File: src/rtl/secure_remap_map.vh
// constants of the secure access remap unit: offsets, fields, resets
// assumes byte offsets on both buses, 32-bit data words

`ifndef SECURE_REMAP_MAP_VH
`define SECURE_REMAP_MAP_VH

// peripheral bus offsets
`define CTRL_OFF      8'h00
`define CONFIG_OFF    8'h04
`define EN_HIGH_OFF   8'h08
`define EN_LOW_OFF    8'h0c
`define STATUS_OFF    8'h10
`define MASK_SET_OFF  8'h14
`define MASK_CLR_OFF  8'h18
`define MASK_OFF      8'h1c
`define FLAG_CLR_OFF  8'h20
`define PARAM_OFF     8'h24
`define VERSION_OFF   8'h28

// fast bus offsets
`define UNLOCK_OFF    8'hfc

// control bits
`define CTL_EN        0
`define CTL_DIS       1
`define CTL_SETUP_ON  2
`define CTL_SETUP_OFF 3
`define CTL_BERR_ON   4
`define CTL_BERR_OFF  5

// configuration fields
`define CFG_WIN_HI    15
`define CFG_WIN_LO    8
`define CFG_KEY_HI    7
`define CFG_KEY_LO    0
`define CFG_OPEN      16

// unlock port fields
`define UR_KEY_HI     7
`define UR_KEY_LO     0
`define UR_CH_HI      13
`define UR_CH_LO      8

// status flag positions
`define F_TIMEOUT     0
`define F_SUCCESS     1
`define F_DENIED      2
`define F_UNLOCK_PORT_READ_FLAG      3
`define F_BADKEY      4
`define F_BLOCKED     5
`define F_MBERR       6
`define F_REMAP       7
`define ERR_MASK      8'hfd

// lowest legal remap target, upper half
`define REMAP_FLOOR   16'hfffc

// implementation values; version value is arbitrary
`define CHANNELS      8
`define PARAM_VAL     32'h00000008
`define VERSION_VAL   32'h00000100
`define RESET_WORD    32'h00000000

`endif

File: src/rtl/status_flags.v
// status flags, interrupt mask and interrupt request
// assumes set pulses and write strobes are one cycle, synchronous to ref_clk
`timescale 1ns/1ps
`default_nettype none
`include "secure_remap_map.vh"

module status_flags (
    // clock, reset, enable
    input  wire       ref_clk,
    input  wire       nrst,
    input  wire       clk_en,
    // events
    input  wire [7:0] set_ev,
    // register writes
    input  wire       mask_set_wr,
    input  wire       mask_clr_wr,
    input  wire       flag_clr_wr,
    input  wire [7:0] wr_bits,
    // state
    output wire [7:0] flags,
    output wire [7:0] mask,
    output wire       irq
);
    reg [7:0] flags_reg;
    reg [7:0] mask_reg;

    always @(posedge ref_clk or negedge nrst) begin
        if (!nrst) begin
            flags_reg <= 8'h00;
            mask_reg  <= 8'h00;
        end else if (clk_en) begin
            // set wins over a clear in the same cycle
            flags_reg <= (flags_reg & ~({8{flag_clr_wr}} & wr_bits)) | set_ev;
            if (mask_set_wr)
                mask_reg <= mask_reg | wr_bits;
            else if (mask_clr_wr)
                mask_reg <= mask_reg & ~wr_bits;
        end
    end

    assign flags = flags_reg;
    assign mask  = mask_reg;
    assign irq   = |(flags_reg & mask_reg);

endmodule // status_flags
`default_nettype wire

File: src/rtl/unlock_timer.v
// unlock window: which channel is open and for how long
// assumes unlock_go and consume are one-cycle strobes, drop a level, all synchronous to ref_clk
`timescale 1ns/1ps
`default_nettype none

module unlock_timer (
    // clock, reset, enable
    input  wire       ref_clk,
    input  wire       nrst,
    input  wire       clk_en,
    // control
    input  wire       unlock_go,
    input  wire [5:0] unlock_chan,
    input  wire [7:0] window_len,
    input  wire       consume,
    input  wire       drop,
    // state
    output wire       unlocked,
    output wire [5:0] cur_chan,
    output wire       expired
);
    reg       open_reg;
    reg [5:0] chan_reg;
    reg [7:0] count_reg;

    assign expired = clk_en & open_reg & ~consume & ~unlock_go & ~drop
                     & (count_reg == 8'h00);

    always @(posedge ref_clk or negedge nrst) begin
        if (!nrst) begin
            open_reg  <= 1'b0;
            chan_reg  <= 6'h00;
            count_reg <= 8'h00;
        end else if (clk_en) begin
            if (drop) begin
                open_reg <= 1'b0;
            end else if (unlock_go) begin
                // a new unlock relocks whatever channel was open
                open_reg  <= 1'b1;
                chan_reg  <= unlock_chan;
                count_reg <= window_len;
            end else if (open_reg) begin
                if (consume || count_reg == 8'h00)
                    open_reg <= 1'b0;
                else
                    count_reg <= count_reg - 8'h01;
            end
        end
    end

    assign unlocked = open_reg;
    assign cur_chan = chan_reg;

endmodule // unlock_timer
`default_nettype wire

File: src/rtl/secure_access_remap.v
// secure access remap unit: configuration port, fast bus slave and master
// assumes single-clock buses; requests hold until hs_ready, m_req until m_done
`timescale 1ns/1ps
`default_nettype none
`include "secure_remap_map.vh"

module secure_access_remap (
    // clock, reset, enable
    input  wire        ref_clk,
    input  wire        nrst,
    input  wire        clk_en,
    // peripheral bus configuration port
    input  wire        pb_sel,
    input  wire        pb_write,
    input  wire [7:0]  pb_addr,
    input  wire [31:0] pb_wdata,
    output wire [31:0] pb_rdata,
    // high speed bus slave port
    input  wire        hs_req,
    input  wire        hs_write,
    input  wire [7:0]  hs_addr,
    input  wire [31:0] hs_wdata,
    output wire        hs_ready,
    output wire        hs_error,
    output wire [31:0] hs_rdata,
    // high speed bus master port
    output wire        m_req,
    output wire        m_write,
    output wire [31:0] m_addr,
    output wire [31:0] m_wdata,
    input  wire        m_done,
    input  wire        m_error,
    input  wire [31:0] m_rdata,
    // interrupt
    output wire        irq
);

    // ************************************************
    // states and functions
    // ************************************************
    localparam [1:0] S_IDLE   = 2'd0;
    localparam [1:0] S_MASTER = 2'd1;
    localparam [1:0] S_RESP   = 2'd2;

    localparam [6:0] CHAN_CNT = 7'd`CHANNELS;

    // channel enable lookup over both enable words
    function chan_enabled;
        input [5:0]  idx;
        input [31:0] hi;
        input [31:0] lo;
        reg   [63:0] all;
        begin
            all = {hi, lo};
            chan_enabled = all[idx];
        end
    endfunction

    // ************************************************
    // registers
    // ************************************************
    reg        enabled_reg;
    reg        setup_reg;
    reg        berr_reg;
    reg        open_reg;
    reg [7:0]  window_reg;
    reg [7:0]  secret_reg;
    reg [31:0] en_high_reg;
    reg [31:0] en_low_reg;
    reg [1:0]  state_reg;
    reg        err_reg;
    reg [31:0] hs_rdata_reg;
    reg [31:0] m_addr_reg;
    reg [31:0] m_wdata_reg;
    reg        m_write_reg;
    reg [31:0] pb_rdata_reg;
    reg [31:0] remap_mem [0:`CHANNELS-1];

    wire [7:0] flags;
    wire [7:0] mask;
    wire       unlocked;
    wire [5:0] cur_chan;
    wire       expired;

    // ************************************************
    // fast bus decode
    // ************************************************
    wire [5:0] hs_idx    = hs_addr[7:2];
    wire       is_unlock = (hs_addr == `UNLOCK_OFF);
    wire       in_range  = ({1'b0, hs_idx} < CHAN_CNT);
    wire       take      = clk_en & hs_req & (state_reg == S_IDLE);
    wire       err_any   = |(flags & `ERR_MASK);
    wire [7:0] ur_key    = hs_wdata[`UR_KEY_HI:`UR_KEY_LO];
    wire       key_ok    = (ur_key == secret_reg);

    wire ur_write  = take & is_unlock & hs_write;
    wire ur_read   = take & is_unlock & ~hs_write;
    wire setup_acc = take & setup_reg & ~is_unlock;
    wire chan_try  = take & ~setup_reg & ~is_unlock;

    wire is_cur  = unlocked & (cur_chan == hs_idx);
    wire granted = enabled_reg & in_range
                   & chan_enabled(hs_idx, en_high_reg, en_low_reg)
                   & (open_reg | is_cur);

    wire target_bad = (hs_wdata[31:16] < `REMAP_FLOOR);
    wire rtr_write  = setup_acc & hs_write & in_range;
    wire unlock_go  = ur_write & ~err_any & key_ok;
    wire consume    = chan_try & granted & ~open_reg;
    wire m_finish   = clk_en & (state_reg == S_MASTER) & m_done;

    // ************************************************
    // events into the status word
    // ************************************************
    wire [7:0] set_ev;

    assign set_ev[`F_TIMEOUT] = expired;
    assign set_ev[`F_SUCCESS] = m_finish & ~m_error;
    assign set_ev[`F_DENIED]  = chan_try & ~granted;
    assign set_ev[`F_UNLOCK_PORT_READ_FLAG]  = ur_read;
    assign set_ev[`F_BADKEY]  = ur_write & ~err_any & ~key_ok;
    assign set_ev[`F_BLOCKED] = ur_write & err_any;
    assign set_ev[`F_MBERR]   = m_finish & m_error;
    assign set_ev[`F_REMAP]   = rtr_write & target_bad;

    // ************************************************
    // peripheral bus strobes
    // ************************************************
    wire pb_wr = clk_en & pb_sel & pb_write;
    wire pb_rd = clk_en & pb_sel & ~pb_write;

    wire ctrl_wr     = pb_wr & (pb_addr == `CTRL_OFF);
    wire config_wr   = pb_wr & (pb_addr == `CONFIG_OFF);
    wire en_high_wr  = pb_wr & (pb_addr == `EN_HIGH_OFF);
    wire en_low_wr   = pb_wr & (pb_addr == `EN_LOW_OFF);
    wire mask_set_wr = pb_wr & (pb_addr == `MASK_SET_OFF);
    wire mask_clr_wr = pb_wr & (pb_addr == `MASK_CLR_OFF);
    wire flag_clr_wr = pb_wr & (pb_addr == `FLAG_CLR_OFF);

    wire busy = (state_reg != S_IDLE);

    wire [31:0] status_word = {21'h0, busy, setup_reg,
                               enabled_reg, flags};

    // ************************************************
    // control and configuration
    // ************************************************
    always @(posedge ref_clk or negedge nrst) begin
        if (!nrst) begin
            enabled_reg <= 1'b0;
            setup_reg   <= 1'b0;
            berr_reg    <= 1'b0;
            open_reg    <= 1'b0;
            window_reg  <= 8'h00;
            secret_reg  <= 8'h00;
            en_high_reg <= `RESET_WORD;
            en_low_reg  <= `RESET_WORD;
        end else if (clk_en) begin
            if (ctrl_wr) begin
                // disable wins when both bits are written together
                if (pb_wdata[`CTL_DIS])
                    enabled_reg <= 1'b0;
                else if (pb_wdata[`CTL_EN])
                    enabled_reg <= 1'b1;
                if (pb_wdata[`CTL_SETUP_OFF])
                    setup_reg <= 1'b0;
                else if (pb_wdata[`CTL_SETUP_ON])
                    setup_reg <= 1'b1;
                if (pb_wdata[`CTL_BERR_OFF])
                    berr_reg <= 1'b0;
                else if (pb_wdata[`CTL_BERR_ON])
                    berr_reg <= 1'b1;
            end
            if (config_wr) begin
                window_reg <= pb_wdata[`CFG_WIN_HI:`CFG_WIN_LO];
                secret_reg <= pb_wdata[`CFG_KEY_HI:`CFG_KEY_LO];
                open_reg   <= pb_wdata[`CFG_OPEN];
            end
            if (en_high_wr)
                en_high_reg <= pb_wdata;
            if (en_low_wr)
                en_low_reg <= pb_wdata;
        end
    end

    // ************************************************
    // peripheral bus read data
    // ************************************************
    always @(posedge ref_clk or negedge nrst) begin
        if (!nrst) begin
            pb_rdata_reg <= `RESET_WORD;
        end else if (pb_rd) begin
            case (pb_addr)
                `EN_HIGH_OFF: pb_rdata_reg <= en_high_reg;
                `EN_LOW_OFF:  pb_rdata_reg <= en_low_reg;
                `STATUS_OFF:  pb_rdata_reg <= status_word;
                `MASK_OFF:    pb_rdata_reg <= {24'h000000, mask};
                `PARAM_OFF:   pb_rdata_reg <= `PARAM_VAL;
                `VERSION_OFF: pb_rdata_reg <= `VERSION_VAL;
                // write-only and unmapped offsets read as zero
                default:      pb_rdata_reg <= `RESET_WORD;
            endcase
        end
    end

    // ************************************************
    // remap target storage
    // ************************************************
    always @(posedge ref_clk) begin
        // illegal targets are flagged and not stored
        if (rtr_write && !target_bad)
            remap_mem[hs_idx[2:0]] <= hs_wdata;
    end

    // ************************************************
    // fast bus transfer sequencer
    // ************************************************
    always @(posedge ref_clk or negedge nrst) begin
        if (!nrst) begin
            state_reg    <= S_IDLE;
            err_reg      <= 1'b0;
            hs_rdata_reg <= `RESET_WORD;
            m_addr_reg   <= `RESET_WORD;
            m_wdata_reg  <= `RESET_WORD;
            m_write_reg  <= 1'b0;
        end else if (clk_en) begin
            case (state_reg)
                S_IDLE: begin
                    err_reg <= 1'b0;
                    if (hs_req) begin
                        state_reg <= S_RESP;
                        if (setup_acc && !hs_write) begin
                            if (in_range)
                                hs_rdata_reg <= remap_mem[hs_idx[2:0]];
                            else
                                hs_rdata_reg <= `RESET_WORD;
                        end else if (ur_read) begin
                            hs_rdata_reg <= `RESET_WORD;
                            err_reg      <= berr_reg;
                        end else if (chan_try && granted) begin
                            // forward to the stored target
                            state_reg   <= S_MASTER;
                            m_addr_reg  <= remap_mem[hs_idx[2:0]];
                            m_wdata_reg <= hs_wdata;
                            m_write_reg <= hs_write;
                        end else if (chan_try) begin
                            hs_rdata_reg <= `RESET_WORD;
                            err_reg      <= berr_reg;
                        end
                    end
                end
                S_MASTER: begin
                    if (m_done) begin
                        state_reg    <= S_RESP;
                        hs_rdata_reg <= m_write_reg ? `RESET_WORD : m_rdata;
                        err_reg      <= berr_reg & m_error;
                    end
                end
                S_RESP: begin
                    state_reg <= S_IDLE;
                end
                default: begin
                    state_reg <= S_IDLE;
                end
            endcase
        end
    end

    // ************************************************
    // submodules
    // ************************************************
    status_flags u_status (
        .ref_clk     (ref_clk),
        .nrst        (nrst),
        .clk_en      (clk_en),
        .set_ev      (set_ev),
        .mask_set_wr (mask_set_wr),
        .mask_clr_wr (mask_clr_wr),
        .flag_clr_wr (flag_clr_wr),
        .wr_bits     (pb_wdata[7:0]),
        .flags       (flags),
        .mask        (mask),
        .irq         (irq)
    );

    unlock_timer u_timer (
        .ref_clk     (ref_clk),
        .nrst        (nrst),
        .clk_en      (clk_en),
        .unlock_go   (unlock_go),
        .unlock_chan (hs_wdata[`UR_CH_HI:`UR_CH_LO]),
        .window_len  (window_reg),
        .consume     (consume),
        .drop        (~enabled_reg),
        .unlocked    (unlocked),
        .cur_chan    (cur_chan),
        .expired     (expired)
    );

    // ************************************************
    // outputs
    // ************************************************
    assign pb_rdata = pb_rdata_reg;
    assign hs_ready = clk_en & (state_reg == S_RESP);
    assign hs_error = err_reg;
    assign hs_rdata = hs_rdata_reg;
    assign m_req    = (state_reg == S_MASTER);
    assign m_write  = m_write_reg;
    assign m_addr   = m_addr_reg;
    assign m_wdata  = m_wdata_reg;

endmodule // secure_access_remap
`default_nettype wire

File: config.mk
export PLATFORM = sky130hd
export DESIGN_NAME = secure_access_remap
export DESIGN_NICKNAME = d
export VERILOG_FILES = /design/src/rtl/status_flags.v /design/src/rtl/unlock_timer.v /design/src/rtl/secure_access_remap.v
export VERILOG_INCLUDE_DIRS = /design/src /design/src/rtl
export SDC_FILE = /design/constraint.sdc
export NUM_CORES = 1
export LEC_CHECK = 0
export BUFFER_PORTS_ARGS = -buffer_cell sky130_fd_sc_hd__buf_2
export CORE_UTILIZATION = 34
export CTS_CLUSTER_DIAMETER = 60
export DETAILED_ROUTE_END_ITERATION = 8
export SETUP_SLACK_MARGIN = 0.1
export SYNTH_ARGS = -nofsm -noshare
export SYNTH_HDL_FRONTEND = slang
export SYNTH_SLANG_ARGS = --single-unit
File: constraint.sdc
create_clock -name ref_clk -period 5.1 [get_ports ref_clk]
set_clock_uncertainty 0.05 [all_clocks]
set_input_delay 1.02 -clock ref_clk [delete_from_list [all_inputs] [get_ports ref_clk]]
set_output_delay 1.02 -clock ref_clk [all_outputs]
set_load 0.05 [all_outputs]
==> summary.md <==
| Metric | Value |
|---|---|
| Status | `completed` |
| Port bufs | `253` |
| Post-Syn Area per Cell | `15.8 um2` |
| Final hold vios | `0` |
| Global route total overflow | `0` |
| Largest area contributor in the netlist | `edfxtp_1` |
| DPL Wire Length | `32.7 mm` |
| Post-CTS Hold Fix Bufs | `0` |
| Initial antenna violation count | `4` |
| Worst-path fanout max | `29` |
| PD cells | `363 nW/um2` |
| # setup viols final | `0` |
| # DRC | `0` |
| H-tree levels | `2` |
| Clock slew at reported path FFs | `60 ps` |
| Via density | `5.14` |
| Wirelength per Cell | `21.7 um` |
| Dominant synthesized flop cell | `edfxtp_1` |
| Fin crit share | `64.0%` |
| Asr flop ratio synth | `49.1%` |
| Critical path class | `primary input to register` |
| First-pass DRT Iterations | `5` |
| Arr. time, crit path | `3710 ps` |
| LEAKAGE | `0.0105 uW` |
| Syn nets | `1412` |
| RSZ-0062 raised after global routing | `no` |
| Vias in the first global route | `12600` |
| Mapped Cells | `1289` |
| Share of the synthesized area in the top cell type | `37.8%` |
| Critical Path, Cell by Cell | `buf_4, nand4b_1, nor4_1, and4b_1, buf_4, nand3_1, and2_1, mux2_1` |
| Layout cells sized above 1 | `35.7%` |
| Total Power | `8950 uW` |
| R2r setup slk | `2150 ps` |
| Synth unique cells | `55` |
| Delay of the slowest critical-path stage | `430 ps` |
| Post-synthesis sequential area ratio | `68.2%` |
| Via count | `12200` |
| Slew @ Worst Pin | `1270 ps` |
| Netlist Area Pre-Place | `20300 um2` |
| Worst-skew pair later-pin latency | `630 ps` |
| Rel. slew slack | `14.4%` |
| Routed WL | `51.6 mm` |
| Post-synth top cells | `256 x edfxtp_1, 247 x dfrtp_1, 140 x nand2_1, 120 x mux2_2, 79 x o21ai_0` |
| Synthesis-to-finish area growth | `21.2%` |
| Core Region | `59000 um2` |
| RD Place Congestion | `0.803` |
| Die width | `247 um` |
| Num Clock Sinks | `503` |
| Synth area leaders | `edfxtp_1 38%, dfrtp_1 30%, mux4_2 7.3%` |
| Fillers | `5438` |
| Post-CTS Resized | `0` |
| CTS tree | `yes` |
| I/O pin total | `254` |
| Fmax | `306 MHz` |
| CP most frequent cell | `buf_4` |
| Startpoint types | `primary input` |
| EDFF count, synth | `256` |
| Worst path slowest cell | `buf_4` |
| ANT nets after route | `0` |
| Die H | `247 um` |
| Finished Layout Cells | `2384` |
| Worst Setup End Kind | `register` |
| Row cnt | `89` |
| Peak supply drop | `304 uV` |
| Largest net degree at the start of global routing | `108` |
| Die area | `60800 um2` |
| Worst EP required | `5550 ps` |
| Min-delay worst type | `primary input to async pin` |
| First-pass GRT wire length | `78.9 mm` |
| Setup_tns | `0 ps` |
| 1st-iter DRT viols | `703` |
| Max reg flops | `256` |
| Setup slack after placement | `1150 ps` |
| Tmin final | `3260 ps` |
| CTS buffer count | `58` |
| Final nets | `1683` |
| Max-cap violations | `0` |
| Final WS setup | `1840 ps` |
| Initial core utilization | `34.4%` |
| CTS root buffer | `clkbuf_16` |
| Post-CTS Setup Bufs | `0` |
| Top-count cell post-synth | `edfxtp_1` |
| Yosys warning count | `0` |
| CTS max path bufs | `3` |
| Tot GR Track Use | `17.2%` |
| Dpl cells | `2273` |
| Post-synthesis register bit count | `503` |
| Max Slew Vio Count | `0` |
metal layers:
layer / global-route usage, % / wire length [um] / vias to the layer above
met5: 0 / 23 / -
met4: 4.30 / 1080 / 4
met3: 3.18 / 2830 / 71
met2: 27.7 / 24700 / 334
met1: 23.9 / 23000 / 6342
li1: - / - / 5497
area by class of cell:
class / instances / area [um2] / area share (%)
flip-flops and latches: 503 / 13900 / 56.3
multi-input cells: 708 / 6210 / 25.2
clock buffers: 70 / 1530 / 6.20
repair buffers: 279 / 1510 / 6.15
well taps: 773 / 967 / 3.93
clock inverters: 39 / 504 / 2.05
inverters: 10 / 37.5 / 0.152
diodes: 2 / 5.00 / 0.0203
critical path: cells and delay by family:
family / cells / cell delay (ps)
simple gates: 5 / 1650
buf+inv: 2 / 660
mux: 1 / 340
path summary, 6_finish.rpt:
check | start | endpoint | depth (start not counted)
worst max-delay path | hs_addr[2] | u_timer.count_reg[1]$_DFFE_PN0P_ | 8
worst min-delay path | nrst | hs_rdata[16]$_DFFE_PN0P_ | 1
worst max register to register | state_reg[0]$_DFFE_PN0P_ | remap_mem[4][7]$_DFFE_PP_ | 6
worst min register to register | pb_rdata[6]$_DFFE_PN0P_ | pb_rdata[6]$_DFFE_PN0P_ | 1
max in group asynchronous | nrst | secret_reg[1]$_DFFE_PN0P_ | 2
min in group ref_clk | pb_rdata[6]$_DFFE_PN0P_ | pb_rdata[6]$_DFFE_PN0P_ | 1
power breakdown:
part / switching [uW] / internal, uW / total, uW / leakage, uW
clock network: 1730 / 2570 / 4300 / 0.000964
logic: 225 / 125 / 350 / 0.00376
registers: 10.2 / 4290 / 4300 / 0.00573
total: 1970 / 6980 / 8950 / 0.0105
through the flow:
stage	util (%)	cell area [um2]	hold slack, ps
final	41.7	24600	338
after global routing	41.7	24600	402
after CTS	41.7	24600	378
after detailed placement	38.3	22600	412
after global placement	38.3	22600	409
after floorplan	-	20300	411
cell usage in the layout, fill, tap and decap left out, types with 8 or more instances in the layout:
master / Yosys / layout
nand2_1: 140 / 140
mux2_2: 120 / 120
nor3_1: 13 / 10
mux4_2: 66 / 66
a22o_1: 53 / 53
nand3_1: 15 / 15
a21o_1: 9 / 9
o21ai_0: 79 / 79
a222oi_1: 9 / 9
mux2i_1: 32 / 32
inv_1: 10 / 10
a21oi_1: 22 / 22
nor4_1: 10 / 10
dfrtp_1: 247 / 247
nor2_1: 29 / 21
buf_2: 11 / 250
mux2_1: 31 / 31
clkbuf_16: 0 / 58
buf_4: 1 / 25
xor2_1: 8 / 8
bufinv_16: 0 / 8
edfxtp_1: 256 / 256
clkinv_1: 0 / 8
clkbuf_1: 43 / 9
cells by family (layout without fill, tap and decap cells):
family                   after synthesis  in the layout  share of synthesized area, %
flip-flops                           503            503                          68.2
multiplexers                         249            249                          17.3
AND/OR/NAND/NOR                      244            244                          5.46
AO/OA/AOI/OAI                        199            199                          6.68
buffers and inverters                 78            398                          1.67
XOR/XNOR                              14             14                         0.603
adder cells (fa/ha/maj)                2              2                         0.123
other                                  0              2                             0
No activity file was read; power rests on OpenSTA's default activity.
